### src/verilog/fgic_consts.svh
`ifndef FGIC_CONSTS_SVH
`define FGIC_CONSTS_SVH

// =====================================================================
// Clock and timing
`define FGIC_CLK_MHZ 200
`define FGIC_WAIT_TIME_US 2000
`define FGIC_WAIT_CYCLES (`FGIC_WAIT_TIME_US * `FGIC_CLK_MHZ)

// =====================================================================
// Regulator counts
`define FGIC_NUM_BUCK 7
`define FGIC_NUM_LINREG 4
`define FGIC_NUM_REG 11

// =====================================================================
// Latch groups
`define FGIC_NUM_GRP 10
`define FGIC_GRP_STATUS1 0
`define FGIC_GRP_THERMAL 1
`define FGIC_GRP_BUCK_MODE 2
`define FGIC_GRP_BUCK_CURRENT_LIMIT_FAULT 3
`define FGIC_GRP_LIN_CURRENT_LIMIT_FAULT 4
`define FGIC_GRP_BUCK_LOWV 5
`define FGIC_GRP_BUCK_HIGHV 6
`define FGIC_GRP_LIN_LOWV 7
`define FGIC_GRP_LIN_HIGHV 8
`define FGIC_GRP_BUTTON 9

// =====================================================================
// Register indices: latch, mask, sense per group, then summary
`define FGIC_IDX_STRIDE 3
`define FGIC_IDX_LATCH 0
`define FGIC_IDX_MASK 1
`define FGIC_IDX_SENSE 2
`define FGIC_IDX_SUMMARY 5'h1e

// =====================================================================
// Reset values and implemented bits
`define FGIC_LATCH_RST 8'h00
`define FGIC_MASK_RST 8'hff
`define FGIC_VALID_FULL 8'hff
`define FGIC_VALID_BUCK 8'h7f
`define FGIC_VALID_LINREG 8'h0f
`define FGIC_SENSE_STATUS1 8'h07
`define FGIC_SENSE_BUTTON 8'h81

// =====================================================================
// Summary bit positions
`define FGIC_SUM_GROUP1 0
`define FGIC_SUM_GROUP2 1
`define FGIC_SUM_MODE 2
`define FGIC_SUM_CURRENT_LIMIT_FAULT 3
`define FGIC_SUM_LOWV 4
`define FGIC_SUM_HIGHV 5
`define FGIC_SUM_BUTTON 6
`define FGIC_SUM_EWARN 7

`endif

### src/verilog/fgic_pkg.sv
package fgic_pkg;

    typedef enum logic [3:0] {
        FGIC_ST_IDLE = 4'b0001,
        FGIC_ST_WAIT = 4'b0010,
        FGIC_ST_RELEASED = 4'b0100,
        FGIC_ST_ABORT = 4'b1000
    } fgic_state_t;

    typedef struct packed {
        logic [10:0] high_voltage;
        logic [10:0] low_voltage;
        logic [10:0] current_limit;
    } fgic_fault_t;

    typedef struct packed {
        logic wr;
        logic rd;
        logic [4:0] idx;
        logic [7:0] wdata;
    } fgic_reg_req_t;

    typedef struct packed {
        logic hit;
        logic summary;
        logic [3:0] grp;
        logic [1:0] kind;
    } fgic_decode_t;

endpackage

### src/verilog/fgic_latch_bank.sv
`timescale 1ns/1ps
`include "fgic_consts.svh"

module fgic_latch_bank
#(
    parameter logic [7:0] VALID_BITS = 8'hff
)
(
    input wire logic sys_clk,
    input wire logic rst_b,
    input wire logic [7:0] set_evt,
    input wire logic clear_wr,
    input wire logic mask_wr,
    input wire logic [7:0] wdata,
    output logic [7:0] latch_reg,
    output logic [7:0] mask_reg,
    output logic pending
);

    logic [7:0] latch_next;

    // =================================================================
    // Event latches, write one to clear, set wins
    always_comb
    begin
        latch_next = latch_reg;
        if (clear_wr)
        begin
            latch_next = latch_reg & ~wdata;
        end
        latch_next = (latch_next | set_evt) & VALID_BITS;
    end

    always_ff @(posedge sys_clk or negedge rst_b)
    begin
        if (!rst_b)
        begin
            latch_reg <= `FGIC_LATCH_RST;
        end
        else
        begin
            latch_reg <= latch_next;
        end
    end

    // =================================================================
    // Mask
    always_ff @(posedge sys_clk or negedge rst_b)
    begin
        if (!rst_b)
        begin
            mask_reg <= `FGIC_MASK_RST & VALID_BITS;
        end
        else if (mask_wr)
        begin
            mask_reg <= wdata & VALID_BITS;
        end
    end

    assign pending = |(latch_reg & ~mask_reg);

endmodule

### src/verilog/fgic_wait_timer.sv
`timescale 1ns/1ps

module fgic_wait_timer
#(
    parameter int unsigned CYCLES = 400000
)
(
    input wire logic sys_clk,
    input wire logic rst_b,
    input wire logic run,
    output logic expired
);

    localparam int unsigned CW = $clog2(CYCLES + 1);
    localparam logic [CW-1:0] LAST = CW'(CYCLES - 1);

    logic [CW-1:0] count_reg;

    // =================================================================
    // Counts while run is high, restarts when it drops
    always_ff @(posedge sys_clk or negedge rst_b)
    begin
        if (!rst_b)
        begin
            count_reg <= '0;
        end
        else if (!run)
        begin
            count_reg <= '0;
        end
        else if (count_reg != LAST)
        begin
            count_reg <= count_reg + CW'(1);
        end
    end

    assign expired = run && (count_reg == LAST);

endmodule

### src/verilog/fgic_core.sv
`timescale 1ns/1ps
`include "fgic_consts.svh"

module fgic_core
    import fgic_pkg::*;
#(
    parameter int unsigned WAIT_CYCLES = `FGIC_WAIT_CYCLES
)
(
    input wire logic sys_clk,
    input wire logic rst_b,
    input wire fgic_reg_req_t reg_req,
    output logic [7:0] reg_rdata,
    output logic reg_rvalid,
    input wire logic powerup_check_select,
    input wire logic power_good_pin_mode_sel,
    input wire logic reset_point_reached,
    input wire logic power_down_req,
    input wire logic [10:0] regulator_enabled,
    input wire logic [10:0] regulation_ok,
    input wire logic [10:0] blanking_done,
    input wire fgic_fault_t fault,
    input wire fgic_fault_t fault_bypass,
    input wire logic [7:0] status1_event,
    input wire logic [2:0] status1_live,
    input wire logic [7:0] thermal_event,
    input wire logic [7:0] thermal_live,
    input wire logic [6:0] buck_mode_event,
    input wire logic [7:0] button_event,
    input wire logic [1:0] button_live,
    input wire logic early_warning,
    output logic host_reset_out_n,
    output logic sequence_hold,
    output logic sequence_abort,
    output logic [10:0] regulator_off_req,
    output logic [10:0] voltage_monitor_en,
    output fgic_fault_t protection_start,
    output logic power_good_pin,
    output logic interrupt_out_n_o,
    output logic interrupt_out_n_oe_n
);

    // =================================================================
    // Decoding helpers
    function automatic fgic_decode_t decode_idx(input logic [4:0] idx);
        fgic_decode_t d;
        d = '0;
        if (idx == `FGIC_IDX_SUMMARY)
        begin
            d.hit = 1'b1;
            d.summary = 1'b1;
        end
        for (int g = 0; g < `FGIC_NUM_GRP; g++)
        begin
            for (int k = 0; k < `FGIC_IDX_STRIDE; k++)
            begin
                if (idx == 5'(g * `FGIC_IDX_STRIDE + k))
                begin
                    d.hit = 1'b1;
                    d.grp = 4'(g);
                    d.kind = 2'(k);
                end
            end
        end
        return d;
    endfunction

    function automatic logic [7:0] group_valid(input int g);
        logic [7:0] v;
        v = `FGIC_VALID_FULL;
        if (g == `FGIC_GRP_BUCK_MODE || g == `FGIC_GRP_BUCK_CURRENT_LIMIT_FAULT ||
            g == `FGIC_GRP_BUCK_LOWV || g == `FGIC_GRP_BUCK_HIGHV)
        begin
            v = `FGIC_VALID_BUCK;
        end
        if (g == `FGIC_GRP_LIN_CURRENT_LIMIT_FAULT || g == `FGIC_GRP_LIN_LOWV ||
            g == `FGIC_GRP_LIN_HIGHV)
        begin
            v = `FGIC_VALID_LINREG;
        end
        return v;
    endfunction

    function automatic logic [7:0] buck_part(input logic [10:0] v);
        return {1'b0, v[`FGIC_NUM_BUCK-1:0]};
    endfunction

    function automatic logic [7:0] linreg_part(input logic [10:0] v);
        return {4'h0, v[`FGIC_NUM_REG-1:`FGIC_NUM_BUCK]};
    endfunction

    // =================================================================
    // Power-up supervision state machine
    fgic_state_t state_reg;
    fgic_state_t state_next;
    logic all_enabled_ok;
    logic wait_run;
    logic wait_expired;
    logic released;
    logic pu_check_fail_reg;
    logic [10:0] pu_report;

    assign all_enabled_ok = &(regulation_ok | ~regulator_enabled);
    assign wait_run = (state_reg == FGIC_ST_WAIT);
    assign released = (state_reg == FGIC_ST_RELEASED);

    fgic_wait_timer #(
        .CYCLES(WAIT_CYCLES)
    ) u_wait_timer (
        .sys_clk(sys_clk),
        .rst_b(rst_b),
        .run(wait_run),
        .expired(wait_expired)
    );

    always_comb
    begin
        state_next = state_reg;
        unique case (state_reg)
            FGIC_ST_IDLE:
            begin
                if (reset_point_reached)
                begin
                    if (!powerup_check_select || all_enabled_ok)
                    begin
                        state_next = FGIC_ST_RELEASED;
                    end
                    else
                    begin
                        state_next = FGIC_ST_WAIT;
                    end
                end
            end
            FGIC_ST_WAIT:
            begin
                if (all_enabled_ok)
                begin
                    state_next = FGIC_ST_RELEASED;
                end
                else if (wait_expired)
                begin
                    state_next = FGIC_ST_ABORT;
                end
            end
            FGIC_ST_RELEASED:
            begin
                // Later faults never send the sequence back
                if (power_down_req)
                begin
                    state_next = FGIC_ST_IDLE;
                end
            end
            FGIC_ST_ABORT:
            begin
                if (power_down_req)
                begin
                    state_next = FGIC_ST_IDLE;
                end
            end
            default:
            begin
                state_next = FGIC_ST_IDLE;
            end
        endcase
    end

    always_ff @(posedge sys_clk or negedge rst_b)
    begin
        if (!rst_b)
        begin
            state_reg <= FGIC_ST_IDLE;
        end
        else
        begin
            state_reg <= state_next;
        end
    end

    assign host_reset_out_n = released;
    assign sequence_hold = (state_reg == FGIC_ST_WAIT) || (state_reg == FGIC_ST_ABORT);
    assign sequence_abort = (state_reg == FGIC_ST_ABORT);

    // Snapshot of what to switch off on abort
    always_ff @(posedge sys_clk or negedge rst_b)
    begin
        if (!rst_b)
        begin
            regulator_off_req <= '0;
        end
        else if (state_reg == FGIC_ST_WAIT && state_next == FGIC_ST_ABORT)
        begin
            regulator_off_req <= regulator_enabled;
        end
        else if (state_reg != FGIC_ST_ABORT)
        begin
            regulator_off_req <= '0;
        end
    end

    // Release-point failure seen with checking on
    always_ff @(posedge sys_clk or negedge rst_b)
    begin
        if (!rst_b)
        begin
            pu_check_fail_reg <= 1'b0;
        end
        else if (state_reg == FGIC_ST_IDLE && state_next == FGIC_ST_WAIT)
        begin
            pu_check_fail_reg <= 1'b1;
        end
        else if (state_next == FGIC_ST_RELEASED || state_next == FGIC_ST_IDLE)
        begin
            pu_check_fail_reg <= 1'b0;
        end
    end

    assign power_good_pin = !(power_good_pin_mode_sel && pu_check_fail_reg);

    // Power-up faults reported from regulation ok at the release check
    assign pu_report = (state_reg == FGIC_ST_IDLE && state_next == FGIC_ST_WAIT) ?
        (regulator_enabled & ~regulation_ok) : '0;

    // =================================================================
    // Fault qualification after release
    fgic_fault_t checked;
    fgic_fault_t checked_prev_reg;
    fgic_fault_t fault_evt;

    assign voltage_monitor_en = released ? blanking_done : '0;

    always_comb
    begin
        checked.high_voltage = fault.high_voltage & voltage_monitor_en &
            regulator_enabled;
        checked.low_voltage = fault.low_voltage & voltage_monitor_en & regulator_enabled;
        checked.current_limit = fault.current_limit & regulator_enabled &
            {11{released}};
    end

    always_ff @(posedge sys_clk or negedge rst_b)
    begin
        if (!rst_b)
        begin
            checked_prev_reg <= '0;
        end
        else
        begin
            checked_prev_reg <= checked;
        end
    end

    // Bypass blocks protection only, latches still set
    always_comb
    begin
        fault_evt = checked & ~checked_prev_reg;
        fault_evt.high_voltage = fault_evt.high_voltage |
            (pu_report & fault.high_voltage);
        fault_evt.low_voltage = fault_evt.low_voltage |
            (pu_report & ~fault.high_voltage);
    end

    always_ff @(posedge sys_clk or negedge rst_b)
    begin
        if (!rst_b)
        begin
            protection_start <= '0;
        end
        else
        begin
            protection_start <= checked & ~fault_bypass;
        end
    end

    // =================================================================
    // Second-level latch groups
    logic [7:0] set_arr [`FGIC_NUM_GRP];
    logic [7:0] sense_arr [`FGIC_NUM_GRP];
    logic [7:0] latch_arr [`FGIC_NUM_GRP];
    logic [7:0] mask_arr [`FGIC_NUM_GRP];
    logic [`FGIC_NUM_GRP-1:0] pend;
    fgic_decode_t wr_dec;
    fgic_decode_t rd_dec;

    assign wr_dec = decode_idx(reg_req.idx);
    assign rd_dec = wr_dec;

    always_comb
    begin
        set_arr[`FGIC_GRP_STATUS1] = status1_event;
        set_arr[`FGIC_GRP_THERMAL] = thermal_event;
        set_arr[`FGIC_GRP_BUCK_MODE] = {1'b0, buck_mode_event};
        set_arr[`FGIC_GRP_BUCK_CURRENT_LIMIT_FAULT] = buck_part(fault_evt.current_limit);
        set_arr[`FGIC_GRP_LIN_CURRENT_LIMIT_FAULT] = linreg_part(fault_evt.current_limit);
        set_arr[`FGIC_GRP_BUCK_LOWV] = buck_part(fault_evt.low_voltage);
        set_arr[`FGIC_GRP_BUCK_HIGHV] = buck_part(fault_evt.high_voltage);
        set_arr[`FGIC_GRP_LIN_LOWV] = linreg_part(fault_evt.low_voltage);
        set_arr[`FGIC_GRP_LIN_HIGHV] = linreg_part(fault_evt.high_voltage);
        set_arr[`FGIC_GRP_BUTTON] = button_event;
    end

    always_comb
    begin
        sense_arr[`FGIC_GRP_STATUS1] = {5'h00, status1_live} & `FGIC_SENSE_STATUS1;
        sense_arr[`FGIC_GRP_THERMAL] = thermal_live;
        sense_arr[`FGIC_GRP_BUCK_MODE] = 8'h00;
        sense_arr[`FGIC_GRP_BUCK_CURRENT_LIMIT_FAULT] = buck_part(fault.current_limit);
        sense_arr[`FGIC_GRP_LIN_CURRENT_LIMIT_FAULT] = linreg_part(fault.current_limit);
        sense_arr[`FGIC_GRP_BUCK_LOWV] = buck_part(fault.low_voltage);
        sense_arr[`FGIC_GRP_BUCK_HIGHV] = buck_part(fault.high_voltage);
        sense_arr[`FGIC_GRP_LIN_LOWV] = linreg_part(fault.low_voltage);
        sense_arr[`FGIC_GRP_LIN_HIGHV] = linreg_part(fault.high_voltage);
        sense_arr[`FGIC_GRP_BUTTON] = {button_live[1], 6'h00, button_live[0]} &
            `FGIC_SENSE_BUTTON;
    end

    genvar gi;
    generate
        for (gi = 0; gi < `FGIC_NUM_GRP; gi++)
        begin : g_bank
            logic clr_wr;
            logic msk_wr;
            // Sense and summary writes reach no storage
            assign clr_wr = reg_req.wr && wr_dec.hit && !wr_dec.summary &&
                wr_dec.grp == 4'(gi) && wr_dec.kind == 2'(`FGIC_IDX_LATCH);
            assign msk_wr = reg_req.wr && wr_dec.hit && !wr_dec.summary &&
                wr_dec.grp == 4'(gi) && wr_dec.kind == 2'(`FGIC_IDX_MASK);
            fgic_latch_bank #(
                .VALID_BITS(group_valid(gi))
            ) u_bank (
                .sys_clk(sys_clk),
                .rst_b(rst_b),
                .set_evt(set_arr[gi]),
                .clear_wr(clr_wr),
                .mask_wr(msk_wr),
                .wdata(reg_req.wdata),
                .latch_reg(latch_arr[gi]),
                .mask_reg(mask_arr[gi]),
                .pending(pend[gi])
            );
        end
    endgenerate

    // =================================================================
    // First-level summary and interrupt pin
    logic [7:0] summary;

    always_comb
    begin
        summary = 8'h00;
        summary[`FGIC_SUM_GROUP1] = pend[`FGIC_GRP_STATUS1];
        summary[`FGIC_SUM_GROUP2] = pend[`FGIC_GRP_THERMAL];
        summary[`FGIC_SUM_MODE] = pend[`FGIC_GRP_BUCK_MODE];
        summary[`FGIC_SUM_CURRENT_LIMIT_FAULT] = pend[`FGIC_GRP_BUCK_CURRENT_LIMIT_FAULT] |
            pend[`FGIC_GRP_LIN_CURRENT_LIMIT_FAULT];
        summary[`FGIC_SUM_LOWV] = pend[`FGIC_GRP_BUCK_LOWV] | pend[`FGIC_GRP_LIN_LOWV];
        summary[`FGIC_SUM_HIGHV] = pend[`FGIC_GRP_BUCK_HIGHV] | pend[`FGIC_GRP_LIN_HIGHV];
        summary[`FGIC_SUM_BUTTON] = pend[`FGIC_GRP_BUTTON];
        summary[`FGIC_SUM_EWARN] = early_warning;
    end

    // Summary is derived: bits 0-6 clear with their latches, bit 7 follows early_warning
    assign interrupt_out_n_o = 1'b0;
    assign interrupt_out_n_oe_n = ~(|summary);

    // =================================================================
    // Register read port
    always_ff @(posedge sys_clk or negedge rst_b)
    begin
        if (!rst_b)
        begin
            reg_rdata <= 8'h00;
            reg_rvalid <= 1'b0;
        end
        else
        begin
            reg_rvalid <= reg_req.rd;
            if (reg_req.rd)
            begin
                if (!rd_dec.hit)
                begin
                    reg_rdata <= 8'h00;
                end
                else if (rd_dec.summary)
                begin
                    reg_rdata <= summary;
                end
                else if (rd_dec.kind == 2'(`FGIC_IDX_LATCH))
                begin
                    reg_rdata <= latch_arr[rd_dec.grp];
                end
                else if (rd_dec.kind == 2'(`FGIC_IDX_MASK))
                begin
                    reg_rdata <= mask_arr[rd_dec.grp];
                end
                else
                begin
                    reg_rdata <= sense_arr[rd_dec.grp];
                end
            end
        end
    end

endmodule

### config.mk
export PLATFORM = sky130hd
export DESIGN_NAME = fgic_core
export DESIGN_NICKNAME = d
export VERILOG_FILES = /design/src/verilog/fgic_pkg.sv /design/src/verilog/fgic_latch_bank.sv /design/src/verilog/fgic_wait_timer.sv /design/src/verilog/fgic_core.sv
export VERILOG_INCLUDE_DIRS = /design/src /design/src/verilog
export SDC_FILE = /design/constraint.sdc
export NUM_CORES = 1
export LEC_CHECK = 0
export BUFFER_PORTS_ARGS = -buffer_cell sky130_fd_sc_hd__buf_2
export CORE_MARGIN = 2
export CORE_UTILIZATION = 50
export CTS_CLUSTER_DIAMETER = 30
export CTS_CLUSTER_SIZE = 25
export DETAILED_ROUTE_END_ITERATION = 8
export GPL_TIMING_DRIVEN = 0
export HOLD_SLACK_MARGIN = 0.12
export PLACE_DENSITY = 0.73
export SYNTH_ARGS = -nofsm -noshare
export SYNTH_HDL_FRONTEND = slang
export SYNTH_SLANG_ARGS = --single-unit
### constraint.sdc
create_clock -name sys_clk -period 4.9 [get_ports sys_clk]
set_input_delay 0.98 -clock sys_clk [delete_from_list [all_inputs] [get_ports sys_clk]]
set_output_delay 0.98 -clock sys_clk [all_outputs]
set_load 0.1 [all_outputs]
==> out/metrics.cfg, run 1 <==
[placed_design]
io_buffer_count = 227
dpl.hpwl_um = 43400
gp_congestion = 1.11
preCtsSetupSlack_ns = 0.597

[die]
die_area_mm2 = 0.0269
chip_width_um = 164
coreArea_mm2 = 0.0252
floorplan.io_pins = 235
initial_utilization_pct = 50.9
std_cell_rows = 58
die-height_um = 164

[route]
wire_per_inst_um = 28.6
drc = 0
post_drt_via_cell_ratio = 6.57
num_vias = 13277
detail-route-antenna-nets = 0
totalWireLength_um = 57800
drtPass1Iterations = 6
detailedRoute.firstIterationViolations = 1825

[yosys]
synth_sequential_area_ratio_pct = 47.1
ys.flop_type = sky130_fd_sc_hd__dfrtp_1
synth.yosys.warnings = 0
synth-async-reset-ratio_pct = 100
post_synth_inst_count = 1368
postSynthAreaPerCell_um2 = 9.37
synthesis.nets = 1534
synth_edf_count = 0
yosysUniqueCellTypes = 92
synth.ff_latch_count = 238
netlist_area_mm2 = 0.0128

[cells_and_area]
nNetsFinal = 1814
drive_above_1_share_pct = 30.5
mostFrequentLayoutCell = sky130_fd_sc_hd__buf_2
layout-area-overhead-vs-synth_pct = 26.5
most-common-layout-cells = sky130_fd_sc_hd__buf_2, sky130_fd_sc_hd__dfrtp_1, sky130_fd_sc_hd__nand2_1

[timing]
final_hold_viol_count = 0
timing.slew.headroom_pct = 4.24
timing_worst_slew_pin_value_ns = 1.43
rsz0062_at_grt = false
tns_ns = 0
final_setup_violation_count = 0
clock-skew-final_ns = 0.0363
final_critical_path_setup_slack_ns = 0.174
maxSlewViolCount = 0
timing.final.crit_share_pct = 96.5
fin_crit_ns = 4.73
max_freq_mhz = 212

[clock_tree]
clock_latency_ns = 0.56
worst_setup_hold_path_clk_slew_ns = 0.05
clk_root_buffer_cell = sky130_fd_sc_hd__clkbuf_16
clock_path_buffers = 3
cts.hold.buffers_added = 0
cts_sinks = 238
cts_buffers = 49
cts_htree_levels = 2
tritoncts_clock_tree = done

[global_route]
grt_pass1_vias = 12979
residual_overflow_from_global_routing = 0
grt_pass1_wl_um = 84300
grt_max_degree = 91
grt_antenna_before_repair = 1
grt.total_usage_pct = 43.3

[pwr]
power_per_cell_area_mw_per_mm2 = 476
power.ir.vdd_worst_mv = 0.362
clock_power_share_pct = 45.8
combinationalPowerShare_pct = 18.8
power_leakage_uw = 0.00763
sequentialPowerShare_pct = 35.4
power.net_switching_uw = 2560
p_sw_share_pct = 33.1
cell_internal_pwr_uw = 5170

[setup_path]
endpoint_kind = output pin
worstPathArrival_ns = 3.75
worstSetupPathType = reg2out
setup.worst_path.start_class = register
critical_path_peak_fanout = 3
critPathRequiredTime_ns = 3.92

[run_status]
run_status = complete, no violations

[flow_run]
max_cap_violations = 0

[worst_hold_path]
worstHoldPathType = in2async

==> synthesized netlist by cell type, drive strengths merged, types with 10 or more instances <==
library cell	instances	area share (%)
clkbuf	23	0.67
inv	95	2.8
nor2b	24	1.2
a221oi	10	0.73
nand2	141	4.2
o221ai	12	0.82
a21o	36	2.1
nor2	139	4.1
o21ai	76	3.1
o22ai	58	2.8
nand2b	25	1.2
nand4	19	0.93
a221o	11	0.86
xor2	12	0.97
dfstp	65	13
and2	15	0.73
dfrtp	173	34
nand3	49	1.9
a22oi	10	0.62
a21oi	65	2.6
mux2i	11	0.86
o31ai	12	0.70
mux2	59	5.2
nor3	27	1.2
a22o	12	0.82
buf	45	2.5
==> per-stage QoR <==
| stage | power, uW | cells | hold WS (ns) | cell area [um2] | util [%] |
|---|---|---|---|---|---|
| after global placement | 4090 | 1925 | 0.415 | 14400 | 57.1 |
| after global routing | 7890 | 2019 | 0.423 | 16200 | 64.4 |
| final | 7720 | 2020 | 0.388 | 16200 | 64.4 |
| after floorplan | 3450 | 1368 | 0.412 | 12800 | - |
| after detailed placement | 4110 | 1927 | 0.420 | 14400 | 57.3 |
| after CTS | 7630 | 2019 | 0.404 | 16200 | 64.3 |
==> critical path, cell delays in order (launching register included) <==
cell and delay [ns]:
sky130_fd_sc_hd__dfstp_2 0.53, sky130_fd_sc_hd__inv_1 0.08, sky130_fd_sc_hd__a2111oi_1 0.91, sky130_fd_sc_hd__o2111ai_1 0.20
sky130_fd_sc_hd__a211oi_1 0.59, sky130_fd_sc_hd__nand2_1 0.13, sky130_fd_sc_hd__nor4_2 0.28, sky130_fd_sc_hd__buf_2 0.48
==> final timing paths <==
check	cells after the start	to	startpoint	slack, ns
max	7	interrupt_out_n_oe_n	g_bank[4].u_bank.mask_reg[3]$_DFFE_PN1P_	0.17
min	1	u_wait_timer.count_reg[15]$_DFFE_PN0N_	rst_b	0.39
max reg2reg	7	reg_rdata[3]$_DFFE_PN0P_	g_bank[4].u_bank.mask_reg[3]$_DFFE_PN1P_	1.84
max in group asynchronous	2	g_bank[7].u_bank.mask_reg[0]$_DFFE_PN1P_	rst_b	3.64
min in group sys_clk	1	g_bank[3].u_bank.latch_reg[1]$_DFF_PN0_	checked_prev_reg[1]$_DFF_PN0_	0.44
min reg2reg	1	g_bank[3].u_bank.latch_reg[1]$_DFF_PN0_	checked_prev_reg[1]$_DFF_PN0_	0.44
==> layout make-up <==
class / instances / area [um2]
fill: 2079 / 8970
antenna: 1 / 2.50
multi-input combinational: 966 / 6030
clock inverter: 34 / 437
tap: 330 / 413
sequential: 238 / 6040
timing repair buffer: 229 / 1200
buffer: 68 / 402
inverter: 96 / 360
clock buffer: 58 / 1330
==> power groups by stage <==
stage / combinational [uW] / clock [uW] / sequential [uW]
after floorplan: 786 / 0 / 2660
after global placement: 1380 / 0 / 2710
after detailed placement: 1400 / 0 / 2710
after CTS: 1410 / 3530 / 2690
after global routing: 1530 / 3640 / 2730
final: 1450 / 3540 / 2730
==> repair_timing <==
action	CTS	global route
buffers inserted	0	0
setup endpoints to repair	0	2
hold endpoints to repair	0	0
gates resized for setup	0	2
==> cell families after synthesis <==
| group | Yosys count | synth area share [%] |
|---|---|---|
| flip-flops | 238 | 47.1 |
| XOR/XNOR | 20 | 1.51 |
| adder cells (fa/ha/maj) | 1 | 0.0976 |
| other | 1 | 0.0293 |
| multiplexers | 70 | 6.07 |
| AO/OA/AOI/OAI | 382 | 20.5 |
| AND/OR/NAND/NOR | 492 | 18.7 |
| buffers and inverters | 164 | 5.95 |
==> routing by layer <==
metal  GRT usage, %  wire [um]  up-vias
met5              0          0        -
met1           57.7      22000     6510
met2           64.9      25000     1025
li1               -          -     5507
met4           22.5       3690        0
met3           11.4       7050      235
(Power assumes the default switching activity.)
==> inputs of run 2 (changes only) <==
- CORE_ASPECT_RATIO: unset -> 1.25
==> out/metrics.cfg, run 2 (synthesis gave the netlist of run 1 again) <==
[setup_path]
critical_path.reg2reg.startpoint = state_reg[1]$_DFF_PN0_  ; was g_bank[4].u_bank.mask_reg[3]$_DFFE_PN1P_
worstSetupPathType = reg2out  ; unchanged
setup.worst_path.start_class = register  ; unchanged
critical_path.reg2reg.endpoint = g_bank[7].u_bank.latch_reg[0]$_DFF_PN0_  ; was reg_rdata[3]$_DFFE_PN0P_
flop_to_flop_setup_slack_ns = 1.79  ; was 1.84 ns
worstPathArrival_ns = 3.61  ; was 3.75 ns
critPathRequiredTime_ns = 3.92  ; about the same
worst_r2r_path_depth = 7  ; unchanged
critical_path_peak_fanout = 3  ; unchanged
endpoint_kind = output pin  ; unchanged

[global_route]
residual_overflow_from_global_routing = 0  ; unchanged
grt_antenna_before_repair = 2  ; was 1
grt_max_degree = 114  ; was 91
grt.total_usage_pct = 45.0  ; was 43.3%
grt_pass1_wl_um = 88900  ; was 84300 um
grt_pass1_vias = 13681  ; was 12979

[placed_design]
gp_congestion = 1.09  ; was 1.11
dp.cells = 1932  ; was 1927
io_buffer_count = 227  ; unchanged
detailed_place.area_mm2 = 0.0144  ; about the same
dpl.hpwl_um = 45300  ; was 43400 um

[clock_tree]
clock_path_buffers = 3  ; unchanged
clk_root_buffer_cell = sky130_fd_sc_hd__clkbuf_16  ; unchanged
cts.hold.buffers_added = 0  ; unchanged
cts_htree_levels = 2  ; unchanged
cts_buffers = 45  ; was 49
tritoncts_clock_tree = done  ; unchanged
cts_sinks = 238  ; unchanged
worst_setup_hold_path_clk_slew_ns = 0.06  ; was 0.05 ns
clock_latency_ns = 0.54  ; was 0.56 ns

[cells_and_area]
nNetsFinal = 1810  ; was 1814
mostFrequentLayoutCell = sky130_fd_sc_hd__buf_2  ; unchanged
multi_input_area_mm2 = 0.00603  ; unchanged
fin_area_mm2 = 0.0161  ; was 0.0162 mm2
num-fill-cells = 1998  ; was 2079
drive_above_1_share_pct = 30.2  ; was 30.5%
regArea_mm2 = 0.00604  ; unchanged
layoutNonFillerInstCount = 2016  ; was 2020
most-common-layout-cells = sky130_fd_sc_hd__buf_2, sky130_fd_sc_hd__dfrtp_1, sky130_fd_sc_hd__nand2_1  ; unchanged
layout-area-overhead-vs-synth_pct = 25.5  ; was 26.5%

[pwr]
power_per_cell_area_mw_per_mm2 = 466  ; was 476 mW/mm2
power_leakage_uw = 0.00755  ; was 0.00763 uW
power.ir.vdd_worst_mv = 0.369  ; was 0.362 mV
power.total_uw = 7490  ; was 7720 uW

[timing]
rsz0062_at_grt = false  ; unchanged
timing.final.crit_share_pct = 93.7  ; was 96.5%
clock-skew-final_ns = 0.0148  ; was 0.0363 ns
final_hold_viol_count = 0  ; unchanged
maxSlewViolCount = 0  ; unchanged
timing_worst_slew_pin_value_ns = 1.38  ; was 1.43 ns
worst_hold_slack_ns = 0.297  ; was 0.388 ns
max_freq_mhz = 218  ; was 212 MHz
tns_ns = 0  ; unchanged
final_setup_violation_count = 0  ; unchanged
timing.slew.headroom_pct = 6.96  ; was 4.24%
fin_crit_ns = 4.59  ; was 4.73 ns

[die]
std_cell_rows = 65  ; was 58
die-height_um = 183  ; was 164 um
chip_width_um = 147  ; was 164 um
initial_utilization_pct = 50.8  ; was 50.9%
floorplan.io_pins = 235  ; unchanged
coreArea_mm2 = 0.0252  ; about the same
die_area_mm2 = 0.0269  ; about the same

[worst_hold_path]
worstHoldPathType = in2async  ; unchanged

[route]
wire_per_inst_um = 30.2  ; was 28.6 um
num_vias = 13545  ; was 13277
detail-route-antenna-nets = 0  ; unchanged
totalWireLength_um = 61000  ; was 57800 um
drtPass1Iterations = 8  ; was 6
post_drt_via_cell_ratio = 6.72  ; was 6.57
drc = 0  ; unchanged
detailedRoute.firstIterationViolations = 1699  ; was 1825

[run_status]
run_status = complete, no violations  ; unchanged

[flow_run]
max_cap_violations = 0  ; unchanged

[run 2: through the flow]
stage                     worst slack [ns]  utilization (%)
after floorplan                      0.783                -
after global placement               -1.19             57.0
after detailed placement             0.602             57.3
after CTS                           0.0254             63.7
after global routing                 0.157             63.8
final                                0.308             63.8
[run 2: layout make-up]
class / count / area share, %
Tap cell: 335 / 2.61
Inverter: 96 / 2.24
Buffer: 68 / 2.50
Sequential cell: 238 / 37.5
Clock inverter: 30 / 2.58
Multi-Input combinational cell: 966 / 37.5
Antenna cell: 1 / 0.0156
Timing Repair Buffer: 229 / 7.47
Clock buffer: 53 / 7.56
[run 2: worst max-delay path by stage]
stage	endpoint	slack (ns)	from
after floorplan	interrupt_out_n_oe_n	0.78	g_bank[5].u_bank.mask_reg[3]$_DFFE_PN1P_
after global placement	g_bank[2].u_bank.latch_reg[6]$_DFF_PN0_	-1.19	rst_b
after detailed placement	voltage_monitor_en[10]	0.60	state_reg[1]$_DFF_PN0_
after CTS	voltage_monitor_en[10]	0.03	state_reg[1]$_DFF_PN0_
after global routing	interrupt_out_n_oe_n	0.16	g_bank[4].u_bank.mask_reg[3]$_DFFE_PN1P_
final	interrupt_out_n_oe_n	0.31	g_bank[4].u_bank.mask_reg[3]$_DFFE_PN1P_
[run 2: critical path: stages (launching register included)]
cell and delay (ns):
sky130_fd_sc_hd__dfstp_2 0.53, sky130_fd_sc_hd__inv_1 0.08, sky130_fd_sc_hd__a2111oi_1 0.73, sky130_fd_sc_hd__o2111ai_1 0.22, sky130_fd_sc_hd__a211oi_1 0.59, sky130_fd_sc_hd__nand2_1 0.16, sky130_fd_sc_hd__nor4_2 0.27, sky130_fd_sc_hd__buf_2 0.48
[run 2: timing repair]
action / in CTS / in global routing
setup buffers: 0 / 0
resized for setup: 0 / 2
endpoints found under the setup margin: 0 / 6
[run 2: report_power, final]
group | internal [uW] | total, uW | switching [uW]
registers | 2340 | 2720 | 388
clock network | 2130 | 3280 | 1160
logic | 490 | 1480 | 994
total | 4950 | 7490 | 2540
[run 2: layer usage]
layer | global-route usage, % | wire (um) | up-vias
li1 | - | - | 5508
met1 | 54.1 | 21600 | 6614
met2 | 71.3 | 27700 | 1108
met3 | 11.5 | 6630 | 313
met4 | 30.8 | 5020 | 2
met5 | 0 | 17 | -
==> inputs of run 3 (changes only) <==
- clock period: 4.9 -> 4.45 ns (I/O delays scaled with it)
==> out/metrics.cfg, run 3 (synthesis gave the netlist of run 1 again) <==
[placed_design]
preCtsSetupSlack_ns = 0.242  ; was 0.602 ns
dpl.hpwl_um = 45300  ; unchanged
gp_congestion = 1.09  ; unchanged
detailed_place.area_mm2 = 0.0144  ; unchanged
io_buffer_count = 227  ; unchanged

[pwr]
power.ir.vdd_worst_mv = 0.408  ; was 0.369 mV
power_leakage_uw = 0.00755  ; about the same
power_per_cell_area_mw_per_mm2 = 513  ; was 466 mW/mm2

[worst_hold_path]
worstHoldPathType = in2async  ; unchanged

[clock_tree]
post_cts.repair.setup_buffers = 0  ; unchanged
cts_buffers = 45  ; unchanged
cts_htree_levels = 2  ; unchanged
clk_root_buffer_cell = sky130_fd_sc_hd__clkbuf_16  ; unchanged
tritoncts_clock_tree = done  ; unchanged
clock_latency_ns = 0.55  ; was 0.54 ns
clock_path_buffers = 3  ; unchanged
cts_sinks = 238  ; unchanged
worst_setup_hold_path_clk_slew_ns = 0.06  ; about the same

[cells_and_area]
fin_area_mm2 = 0.0161  ; about the same
drive_above_1_share_pct = 30.3  ; was 30.2%
most-common-layout-cells = sky130_fd_sc_hd__buf_2, sky130_fd_sc_hd__dfrtp_1, sky130_fd_sc_hd__nand2_1  ; unchanged
layout-area-overhead-vs-synth_pct = 25.5  ; about the same
num-fill-cells = 1998  ; unchanged
mostFrequentLayoutCell = sky130_fd_sc_hd__buf_2  ; unchanged
nNetsFinal = 1810  ; unchanged

[die]
chip_width_um = 147  ; unchanged
die_area_mm2 = 0.0269  ; unchanged
coreArea_mm2 = 0.0252  ; unchanged
initial_utilization_pct = 50.8  ; unchanged
die-height_um = 183  ; unchanged
floorplan.io_pins = 235  ; unchanged
std_cell_rows = 65  ; unchanged

[setup_path]
worstSetupEndpoint = interrupt_out_n_oe_n  ; unchanged
timing.critical_path.from = g_bank[5].u_bank.mask_reg[3]$_DFFE_PN1P_  ; was g_bank[4].u_bank.mask_reg[3]$_DFFE_PN1P_
critPathSlowestCell = sky130_fd_sc_hd__a2111oi_0  ; was sky130_fd_sc_hd__a2111oi_1
worstPathArrival_ns = 3.48  ; was 3.61 ns
cp_num_cells = 6  ; was 7
endpoint_kind = output pin  ; unchanged
critical_path.reg2reg.startpoint = state_reg[1]$_DFF_PN0_  ; unchanged
flop_to_flop_setup_slack_ns = 1.28  ; was 1.79 ns
critical_path_peak_fanout = 3  ; unchanged
timing.critical_path.buf_inv = 2  ; unchanged
worstPathCellList = inv_1, a22o_1, a2111oi_0, nand2_1, nor4_2, buf_2  ; was inv_1, a2111oi_1, o2111ai_1, a211oi_1, nand2_1, nor4_2, buf_2
slowest_delay_ns = 1.03  ; was 0.73 ns
worstSetupPathType = reg2out  ; unchanged
critPathRequiredTime_ns = 3.56  ; was 3.92 ns
dominant_delay_contributor_by_cell_family_on_the_critical_path = compound AO/OA/AOI/OAI gates  ; unchanged
critical_path.reg2reg.endpoint = g_bank[7].u_bank.latch_reg[0]$_DFF_PN0_  ; unchanged
worst_r2r_path_depth = 7  ; unchanged
setup.worst_path.start_class = register  ; unchanged

[timing]
fin_crit_ns = 4.37
max_freq_mhz = 229
final_setup_violation_count = 0  ; unchanged
timing.final.crit_share_pct = 98.2
timing_worst_slew_pin_value_ns = 1.36  ; was 1.38 ns
rsz0062_at_grt = false  ; unchanged
final_hold_viol_count = 0  ; unchanged
maxSlewViolCount = 0  ; unchanged
final_critical_path_setup_slack_ns = 0.0787  ; was 0.308 ns
timing.slew.headroom_pct = 8.40  ; was 6.96%
tns_ns = 0  ; unchanged
clock-skew-final_ns = 0.0166  ; was 0.0148 ns

[route]
num_vias = 13469  ; was 13545
wire_per_inst_um = 30.3  ; was 30.2 um
post_drt_via_cell_ratio = 6.68  ; was 6.72
drc = 0  ; unchanged
detail-route-antenna-nets = 0  ; unchanged
drtPass1Iterations = 6  ; was 8
totalWireLength_um = 61000  ; about the same
detailedRoute.firstIterationViolations = 1584  ; was 1699

[global_route]
grt_pass1_wl_um = 89000  ; was 88900 um
grt_pass1_vias = 13613  ; was 13681
residual_overflow_from_global_routing = 0  ; unchanged
grt.total_usage_pct = 45.0  ; about the same
grt_max_degree = 114  ; unchanged
grt_antenna_before_repair = 1  ; was 2

[flow_run]
max_cap_violations = 0  ; unchanged

[run_status]
run_status = complete, no violations  ; unchanged

==> run 3: cell types whose count changed in the layout (fill, tap and decap cells not counted) <==
cell | previous run | this run
sky130_fd_sc_hd__clkbuf_1 | 25 | 24
sky130_fd_sc_hd__a211oi_2 | 0 | 1
sky130_fd_sc_hd__a211oi_1 | 3 | 2
sky130_fd_sc_hd__clkbuf_2 | 0 | 1
==> run 3: report_power, final <==
group | internal (uW) | switching (uW) | total (uW) | leakage [uW]
clock network | 2340 | 1270 | 3610 | 0.000774
registers | 2570 | 437 | 3010 | 0.00285
logic | 541 | 1090 | 1630 | 0.00393
==> run 3: worst reg2reg max path, cell delays in order, from the launching register on <==
cell and delay, ns:
sky130_fd_sc_hd__dfrtp_1 0.43, sky130_fd_sc_hd__nor4b_2 0.67, sky130_fd_sc_hd__clkbuf_1 0.57, sky130_fd_sc_hd__clkbuf_1 0.66, sky130_fd_sc_hd__nand4_1 0.29, sky130_fd_sc_hd__nor2_1 0.23, sky130_fd_sc_hd__a21oi_1 0.07, sky130_fd_sc_hd__o31ai_1 0.10
==> run 3: metrics by stage <==
step / utilization (%) / total power, uW / hold slack (ns) / instances
finish: 63.8 / 8250 / 0.213 / 2016
global route: 63.8 / 8430 / 0.225 / 2015
CTS: 63.8 / 8150 / 0.217 / 2015
detailed placement: 57.3 / 4540 / 0.423 / 1932
global placement: 57.0 / 4510 / 0.416 / 1930
floorplan: - / 3800 / 0.412 / 1368
==> run 3: timing repair <==
item,CTS,global route
gates resized for setup,2,3
endpoints found under the setup margin,6,6
hold buffers,0,0
pin swaps,0,0
==> run 3: how the worst min path moves through the flow <==
stage / from / to / slack, ns / depth (start not counted)
3_5_place_dp: checked_prev_reg[5]$_DFF_PN0_ / g_bank[3].u_bank.latch_reg[5]$_DFF_PN0_ / 0.42 / 1
3_3_place_gp: checked_prev_reg[5]$_DFF_PN0_ / g_bank[3].u_bank.latch_reg[5]$_DFF_PN0_ / 0.42 / 1
5_1_grt: rst_b / checked_prev_reg[29]$_DFF_PN0_ / 0.23 / 1
2_1_floorplan: checked_prev_reg[0]$_DFF_PN0_ / g_bank[3].u_bank.latch_reg[0]$_DFF_PN0_ / 0.41 / 1
4_1_cts: rst_b / regulator_off_req[7]$_DFFE_PN0P_ / 0.22 / 1
6_report: rst_b / protection_start[2]$_DFF_PN0_ / 0.21 / 1
==> run 3: area by class of cell <==
cell class	instances	area [um2]	area share [%]
tap	335	419	2.61
antenna	1	2.50	0.0156
buffer	68	403	2.50
clock buffer	53	1220	7.56
timing repair buffer	229	1200	7.47
sequential	238	6040	37.5
inverter	96	360	2.24
multi-input combinational	966	6030	37.5
clock inverter	30	414	2.57
==> run 3: routing by layer <==
metal	share of wire [%]	track usage (%)
met1	36	53.8
met2	46	71.9
met3	11	11.9
met4	7.8	29.6
met5	0.016	0
